[config.mk]
export PLATFORM = sky130hd
export DESIGN_NAME = als_top
export DESIGN_NICKNAME = d
export VERILOG_FILES = /design/src/hw/als_pkg.sv /design/src/hw/als_top.sv
export SDC_FILE = /design/constraint.sdc
export NUM_CORES = 1
export LEC_CHECK = 0
export BUFFER_PORTS_ARGS = -buffer_cell sky130_fd_sc_hd__clkbuf_2
export CORE_UTILIZATION = 59
export CTS_BUF_LIST = sky130_fd_sc_hd__clkbuf_4
export DETAILED_ROUTE_END_ITERATION = 8
export PLACE_DENSITY = 0.88
export SETUP_SLACK_MARGIN = 0.3
export SLEW_MARGIN = 25
export SYNTH_ARGS = -nofsm -noshare
export SYNTH_HDL_FRONTEND = slang
export SYNTH_SLANG_ARGS = --single-unit
[constraint.sdc]
create_clock -name clk_in -period 6.3 [get_ports clk_in]
set_input_delay 0.315 -clock clk_in [delete_from_list [all_inputs] [get_ports clk_in]]
set_output_delay 0.315 -clock clk_in [all_outputs]
set_load 0.02 [all_outputs]
[src/hw/als_pkg.sv]
// als_pkg: register indices, field positions, reset values and carrier types
// for the alarm and level-steering block.
// assumes: byte address of a register is its index times four.

package als_pkg;

    // ----------------------------------------------------------------
    // register indices (byte address = index << ADDR_LSB)
    // ----------------------------------------------------------------
    localparam logic [7:0] IDX_SELECT = 8'h1e;
    localparam logic [7:0] IDX_LOW_TRIG = 8'h1f;
    localparam logic [7:0] IDX_LOW_OUT = 8'h20;
    localparam logic [7:0] IDX_HIGH_TRIG = 8'h21;
    localparam logic [7:0] IDX_HIGH_OUT = 8'h22;
    localparam logic [7:0] IDX_MODE = 8'h23;
    localparam logic [7:0] IDX_STATUS = 8'h24;
    localparam logic [7:0] IDX_IRQ_STAT = 8'h25;
    localparam logic [7:0] IDX_IRQ_EN = 8'h26;
    localparam logic [7:0] IDX_IRQ_CLR = 8'h27;
    localparam int ADDR_LSB = 2;

    // ----------------------------------------------------------------
    // field positions
    // ----------------------------------------------------------------
    localparam int ALM_SEL_LSB = 5;
    localparam int STR_SEL_LSB = 3;
    localparam int MODE_ALARM_BIT = 0;
    localparam int MODE_STEER_BIT = 1;
    localparam int MODE_VOUT_BIT = 2;
    localparam int MODE_IOUT_BIT = 3;
    localparam int EV_LOW = 0;
    localparam int EV_HIGH = 1;
    localparam int EV_STEER = 2;
    localparam int NUM_EV = 3;

    localparam logic [1:0] RESP_OKAY = 2'h0;
    localparam logic [1:0] RESP_SLVERR = 2'h2;
    localparam logic [7:0] RST_BYTE = 8'h00;

    // ----------------------------------------------------------------
    // types
    // ----------------------------------------------------------------
    typedef enum logic [2:0] {
        SRC_TEMP = 3'b000,
        SRC_IAMP = 3'b001,
        SRC_GAIN = 3'b010,
        SRC_VOUT = 3'b011,
        SRC_LINE_LOW = 3'b100,
        SRC_LINE_HIGH = 3'b101
    } als_src_t;

    typedef enum logic [1:0] {
        MODE_OFF = 2'b00,
        MODE_ALARM = 2'b01,
        MODE_STEER = 2'b10
    } als_mode_t;

    typedef struct packed {
        logic [7:0] temp;
        logic [7:0] iamp;
        logic [7:0] gain;
        logic [7:0] vout;
    } als_sig_t;

    typedef struct packed {
        logic [7:0] sel;
        logic [7:0] low_trig;
        logic [7:0] low_out;
        logic [7:0] high_trig;
        logic [7:0] high_out;
        logic [3:0] mode_ctl;
        logic [NUM_EV-1:0] irq_stat;
        logic [NUM_EV-1:0] irq_en;
        als_mode_t mode;
        logic alarm_low;
        logic alarm_high;
        logic [1:0] code;
        logic [7:0] dig;
        logic irq;
        logic awrdy;
        logic wrdy;
        logic have_aw;
        logic have_w;
        logic [7:0] aw_idx;
        logic [7:0] wd;
        logic wst;
        logic bvld;
        logic [1:0] bresp;
        logic arrdy;
        logic rvld;
        logic [1:0] rresp;
        logic [31:0] rdata;
    } als_state_t;

    localparam als_state_t ST_RESET = '{
        mode: MODE_OFF, awrdy: 1'b1, wrdy: 1'b1, arrdy: 1'b1, default: '0};

endpackage : als_pkg

[src/hw/als_top.sv]
// als_top: alarm comparator and level-steering encoder with an AXI4-Lite
// register file and a masked level interrupt.
// assumes: signal inputs and update strobe come from logic on clk_in.
//
// Functional notes
// low alarm when selected signal is below the low trigger.
// high alarm when selected signal is above the high trigger.
// during low alarm, output value is the programmed low output level.
// during high alarm, output value is the programmed high output level.
// steering code steps 00-01, 01-10, 10-11 at levels one, two, three.
// three-bit selector picks alarm input among six sources.
// two-bit selector picks steering input among four analog sources.
// both selectors share one control byte, read per active mode.
// alarm stays off while current and voltage output enables both set.
// with alarm and steering both enabled, steering mode wins.
// alarm selector sits in the three top bits of the control byte.
// re-evaluate on each update; release override back inside the band.

`timescale 1ns/1ps
`default_nettype none

module als_top
    import als_pkg::*;
#(
    parameter int ADDR_W = 12
) (
    // clock and reset
    input wire logic clk_in,
    input wire logic rst_in,
    // monitored signals
    input wire als_sig_t sig_in,
    input wire logic [7:0] cond_value_in,
    input wire logic upd_in,
    // conditioned outputs
    output logic [7:0] digital_output_value_out,
    output logic steer_line_low_out,
    output logic steer_line_high_out,
    output logic alarm_low_out,
    output logic alarm_high_out,
    output logic irq_out,
    // axi4-lite write
    input wire logic [ADDR_W-1:0] awaddr_in,
    input wire logic awvalid_in,
    output logic awready_out,
    input wire logic [31:0] wdata_in,
    input wire logic [3:0] wstrb_in,
    input wire logic wvalid_in,
    output logic wready_out,
    output logic [1:0] bresp_out,
    output logic bvalid_out,
    input wire logic bready_in,
    // axi4-lite read
    input wire logic [ADDR_W-1:0] araddr_in,
    input wire logic arvalid_in,
    output logic arready_out,
    output logic [31:0] rdata_out,
    output logic [1:0] rresp_out,
    output logic rvalid_out,
    input wire logic rready_in
);

    if (ADDR_W < ADDR_LSB + 8) begin : g_chk
        $error("ADDR_W too small for register indices");
    end

    // ----------------------------------------------------------------
    // helpers
    // ----------------------------------------------------------------
    // codes 6 and 7 are unmapped and compare as zero
    function automatic logic [7:0] pick(input logic [2:0] src, input als_sig_t v,
                                        input logic [1:0] code);
        case (src)
            SRC_TEMP: pick = v.temp;
            SRC_IAMP: pick = v.iamp;
            SRC_GAIN: pick = v.gain;
            SRC_VOUT: pick = v.vout;
            SRC_LINE_LOW: pick = {8{code[0]}};
            SRC_LINE_HIGH: pick = {8{code[1]}};
            default: pick = 8'h00;
        endcase
    endfunction : pick

    function automatic logic mapped(input logic [7:0] idx);
        mapped = (idx >= IDX_SELECT) && (idx <= IDX_IRQ_CLR);
    endfunction : mapped

    als_state_t s_r;
    als_state_t s_nxt;
    logic [7:0] alm_val;
    logic [7:0] str_val;
    logic [7:0] ar_idx;

    assign alm_val = pick(s_r.sel[7:ALM_SEL_LSB], sig_in, s_r.code); // see R6
    assign str_val = pick({1'b0, s_r.sel[STR_SEL_LSB+1:STR_SEL_LSB]}, sig_in,
                          s_r.code); // see R7
    assign ar_idx = araddr_in[ADDR_LSB+7:ADDR_LSB];

    // ----------------------------------------------------------------
    // next state
    // ----------------------------------------------------------------
    always_comb begin
        logic [NUM_EV-1:0] ev;
        logic [NUM_EV-1:0] clr;
        logic [7:0] rv;
        s_nxt = s_r;
        ev = '0;
        clr = '0;
        rv = 8'h00;

        // steering dominates; both output enables disable the alarm
        if (s_r.mode_ctl[MODE_STEER_BIT]) begin
            s_nxt.mode = MODE_STEER;
        end else if (s_r.mode_ctl[MODE_ALARM_BIT] &&
                     !(s_r.mode_ctl[MODE_VOUT_BIT] && s_r.mode_ctl[MODE_IOUT_BIT])) begin
            s_nxt.mode = MODE_ALARM;
        end else begin
            s_nxt.mode = MODE_OFF;
        end

        if (upd_in) begin
            s_nxt.alarm_low = 1'b0;
            s_nxt.alarm_high = 1'b0;
            s_nxt.dig = cond_value_in;
            unique case (s_r.mode)
                MODE_ALARM: begin
                    // low wins if the thresholds overlap
                    if (alm_val < s_r.low_trig) begin
                        s_nxt.alarm_low = 1'b1;
                        s_nxt.dig = s_r.low_out;
                    end else if (alm_val > s_r.high_trig) begin
                        s_nxt.alarm_high = 1'b1;
                        s_nxt.dig = s_r.high_out;
                    end
                end
                MODE_STEER: begin
                    if (str_val >= s_r.high_trig) begin
                        s_nxt.code = 2'b11;
                    end else if (str_val >= s_r.low_out) begin
                        s_nxt.code = 2'b10;
                    end else if (str_val >= s_r.low_trig) begin
                        s_nxt.code = 2'b01;
                    end else begin
                        s_nxt.code = 2'b00;
                    end
                end
                MODE_OFF: begin
                end
            endcase
        end
        ev[EV_LOW] = s_nxt.alarm_low && !s_r.alarm_low;
        ev[EV_HIGH] = s_nxt.alarm_high && !s_r.alarm_high;
        ev[EV_STEER] = s_nxt.code != s_r.code;

        // write channel: address and data in either order
        if (s_r.awrdy && awvalid_in) begin
            s_nxt.awrdy = 1'b0;
            s_nxt.have_aw = 1'b1;
            s_nxt.aw_idx = awaddr_in[ADDR_LSB+7:ADDR_LSB];
        end
        if (s_r.wrdy && wvalid_in) begin
            s_nxt.wrdy = 1'b0;
            s_nxt.have_w = 1'b1;
            s_nxt.wd = wdata_in[7:0];
            s_nxt.wst = wstrb_in[0];
        end
        if (s_r.have_aw && s_r.have_w) begin
            s_nxt.have_aw = 1'b0;
            s_nxt.have_w = 1'b0;
            s_nxt.bvld = 1'b1;
            s_nxt.bresp = mapped(s_r.aw_idx) ? RESP_OKAY : RESP_SLVERR;
            if (s_r.wst) begin
                unique case (s_r.aw_idx)
                    IDX_SELECT: s_nxt.sel = s_r.wd;
                    IDX_LOW_TRIG: s_nxt.low_trig = s_r.wd;
                    IDX_LOW_OUT: s_nxt.low_out = s_r.wd;
                    IDX_HIGH_TRIG: s_nxt.high_trig = s_r.wd;
                    IDX_HIGH_OUT: s_nxt.high_out = s_r.wd;
                    IDX_MODE: s_nxt.mode_ctl = s_r.wd[3:0];
                    IDX_IRQ_EN: s_nxt.irq_en = s_r.wd[NUM_EV-1:0];
                    IDX_IRQ_CLR: clr = s_r.wd[NUM_EV-1:0];
                    default: begin
                    end
                endcase
            end
        end
        if (s_r.bvld && bready_in) begin
            s_nxt.bvld = 1'b0;
            s_nxt.awrdy = 1'b1;
            s_nxt.wrdy = 1'b1;
        end

        // an event in the clearing cycle survives
        s_nxt.irq_stat = (s_r.irq_stat & ~clr) | ev;
        s_nxt.irq = |(s_nxt.irq_stat & s_nxt.irq_en);

        // read channel
        if (s_r.arrdy && arvalid_in) begin
            unique case (ar_idx)
                IDX_SELECT: rv = s_r.sel;
                IDX_LOW_TRIG: rv = s_r.low_trig;
                IDX_LOW_OUT: rv = s_r.low_out;
                IDX_HIGH_TRIG: rv = s_r.high_trig;
                IDX_HIGH_OUT: rv = s_r.high_out;
                IDX_MODE: rv = {4'h0, s_r.mode_ctl};
                IDX_STATUS: rv = {2'h0, s_r.mode, s_r.code, s_r.alarm_high, s_r.alarm_low};
                IDX_IRQ_STAT: rv = {5'h00, s_r.irq_stat};
                IDX_IRQ_EN: rv = {5'h00, s_r.irq_en};
                default: rv = 8'h00;
            endcase
            s_nxt.arrdy = 1'b0;
            s_nxt.rvld = 1'b1;
            s_nxt.rdata = {24'h000000, rv};
            s_nxt.rresp = mapped(ar_idx) ? RESP_OKAY : RESP_SLVERR;
        end
        if (s_r.rvld && rready_in) begin
            s_nxt.rvld = 1'b0;
            s_nxt.arrdy = 1'b1;
        end
    end

    always_ff @(posedge clk_in) begin
        if (rst_in) begin
            s_r <= ST_RESET;
        end else begin
            s_r <= s_nxt;
        end
    end

    // ----------------------------------------------------------------
    // outputs
    // ----------------------------------------------------------------
    assign digital_output_value_out = s_r.dig;
    assign steer_line_low_out = s_r.code[0];
    assign steer_line_high_out = s_r.code[1];
    assign alarm_low_out = s_r.alarm_low;
    assign alarm_high_out = s_r.alarm_high;
    assign irq_out = s_r.irq;
    assign awready_out = s_r.awrdy;
    assign wready_out = s_r.wrdy;
    assign bvalid_out = s_r.bvld;
    assign bresp_out = s_r.bresp;
    assign arready_out = s_r.arrdy;
    assign rvalid_out = s_r.rvld;
    assign rresp_out = s_r.rresp;
    assign rdata_out = s_r.rdata;
endmodule : als_top

`default_nettype wire

==> impl_metrics.ini <==
[global_route]
gr-usage-all-layers_pct = 28.56
antenna_found_initial = 0
grt-ovfl-total = 0
grt_max_degree = 69
grt_pass1_vias = 5449
grt_pass1_wl_mm = 25.17

[pwr]
p_per_area_nw_per_um2 = 183.0
ir_worst_vdd_mv = 0.1342
power.leakage_uw = 0.002607

[clock_network]
root_buffer = clkbuf_4
cts_buffers = 9
post_cts_resized = 0
clk_pin_slew_ns = 0.14
postCtsHoldBufs = 0
cts_tree = done
clock_path_buffers = 2
cts.sinks = 99
post_cts_buffers = 0
insertion_delay_ns = 0.45
cts_htree_levels = 3

[sta]
hold_viol = 0
fin_ws_ns = 2.504
fin_crit_ns = 3.796
setup_viol = 0
setup_tns_ns = 0
worst-slew-pin-transition_ns = 0.9832
post-route-period-util_pct = 60.25
slew_violations = 0
finClkSkew_ns = 0.01672
slew_headroom_pct = 34.21
fmax_mhz = 263.4
grt_setup_unrepaired = false

[floorplanning]
core_region_area_um2 = 9955
ioPinCount = 162
die_h_um = 104.3
start_util_pct = 62.03
dieArea_um2 = 10880
die_w_um = 104.3
row_count = 36

[drt]
wl_mm = 15.39
drt-initial-drc-count = 516
wl_per_cell_um = 16.73
route.detailed.drc = 0
detail-route-antenna-nets = 0
route.detailed.vias_per_inst = 6.057
first_pass_iters = 5
via_count = 5572

[flow_run]
max_cap_viol_count = 0

[min_path]
min_delay_path_depth = 2
hold_path.class = input port to register

[finish]
drive_gt1_share_pct = 19.31
fillers = 810
final_cells = 920
diodes = 0
fin_nets = 927
area_delta_synth_final_pct = 7.052

[logic_synthesis]
ys_seq_area_share_pct = 32.10
synth_flop_cell = dfxtp_1
syn_area_per_cell_um2 = 8.482
synthDistinctLibCells = 66
syn_inst = 728
ys_seq_elements = 99
synthesis.area_um2 = 6175
yosys_warnings = 0
synth_edf_count = 0
synthArstFlopShare_pct = 0

[run_status]
run_status = finished clean

[worst_setup_path]
crit_path_start_kind = register
arrival_ns = 4.10
worstSetupPathType = register to register
worst_ep_required_time_ns = 6.60
r2r_cells = 10
cp-end-kind = register
worst-path-max-fanout = 10

[placed_design]
placed_cells = 904
routabilityCongestion = 0.9131
post-dp-hpwl_mm = 11.73
place_worst_setup_slack_ns = 2.554
port-buffer-count = 100
[synthesized netlist by cell type (7+ instances only)]
cell type | n | area [um2]
dfxtp_1 | 99 | 1982
nand2_1 | 92 | 345.3
nor2_1 | 76 | 285.3
mux2i_1 | 60 | 600.6
buf_4 | 44 | 330.3
a21oi_1 | 43 | 215.2
ha_1 | 37 | 462.9
inv_1 | 33 | 123.9
o21ai_0 | 30 | 150.1
clkbuf_1 | 26 | 97.59
nand3_1 | 17 | 85.08
a22oi_1 | 15 | 112.6
a221o_1 | 10 | 100.1
mux4_2 | 9 | 202.7
buf_1 | 8 | 30.03
mux2_2 | 8 | 90.09
nor2b_1 | 8 | 50.05
o2bb2ai_1 | 8 | 70.07
nor3_1 | 7 | 35.03
[through the flow]
stage	instance area, um2	utilization (%)	power (uW)	hold WS (ns)
5_1_grt	6610	66.40	1256	0.05407
3_3_place_gp	6441	64.71	826.6	0.4374
6_report	6610	66.40	1210	0.05938
2_1_floorplan	6269	-	797.0	0.4154
4_1_cts	6605	66.35	1208	0.04394
3_5_place_dp	6441	64.71	835.3	0.4451
[flip-flops by register name, summed over array words and instances, names as in the netlist]
register,flops
rdata_out,8
steer_line_high_out,1
alarm_low_out,1
s_r,71
rresp_out,1
wready_out,1
awready_out,1
steer_line_low_out,1
arready_out,1
alarm_high_out,1
irq_out,1
digital_output_value_out,8
bvalid_out,1
rvalid_out,1
bresp_out,1
[report_power, final]
part,internal (uW),switching (uW),leakage (uW)
clock,176,208,0.0000919
combinational,66.4,101,0.00171
sequential,640,17.8,0.000804
total,882,327,0.00261
[cell type report]
type / count / area (um2) / area share, %
clock buffers: 12 / 90.09 / 1.363
clock inverters: 4 / 73.82 / 1.117
inverters: 34 / 127.6 / 1.931
multi-input cells: 537 / 3662 / 55.40
flip-flops and latches: 99 / 1982 / 29.98
well taps: 133 / 166.4 / 2.518
repair buffers: 101 / 508.0 / 7.685
[cells by family after synthesis]
| family | count (synthesis) | synth area share, % |
|---|---|---|
| compound gates | 152 | 16.98 |
| xor+xnor | 1 | 0.1419 |
| fa+ha+maj | 37 | 7.497 |
| buf+inv | 117 | 10.19 |
| flops | 99 | 32.10 |
| mux | 80 | 15.54 |
| other cells | 1 | 0.06073 |
| simple gates | 241 | 17.49 |
[cell usage in the layout (no fill, tap or decap), drive strengths merged, types with 7 or more instances in the layout]
master,instances
nor2,80
conb,26
clkbuf,112
mux4,11
nor2b,9
a221o,10
dfxtp,99
inv,34
ha,37
nand2,92
mux2,8
a22oi,15
o2bb2ai,8
nand3,17
nor3,7
o21ai,35
mux2i,61
or2,8
a21oi,43
[routing by layer]
layer / global-route usage (%) / share of wire (%)
met1: 34.06 / 39
met2: 47.82 / 48
met3: 6.203 / 8.2
met4: 15.20 / 4.2
met5: 0 / 0
[worst max-delay path: stages (launching register included)]
cell and delay (ns):
dfxtp_1 0.73, mux4_2 0.64, ha_1 0.34, a2111oi_2 0.41, nor2b_1 0.18, o21ai_1 0.08, o211ai_1 0.12, a31oi_1 0.17
and2_1 0.21, o41ai_1 0.56, o311ai_2 0.21
[final timing paths]
| path | end | slack (ns) | startpoint |
|---|---|---|---|
| setup reg to reg | irq_out | 2.50 | s_r[120] |
| hold / removal | wready_out | 0.06 | wvalid_in |
| hold reg to reg | s_r[96] | 0.46 | s_r[96] |
| setup / recovery | irq_out | 2.50 | s_r[120] |
(Power assumes the default switching activity.)
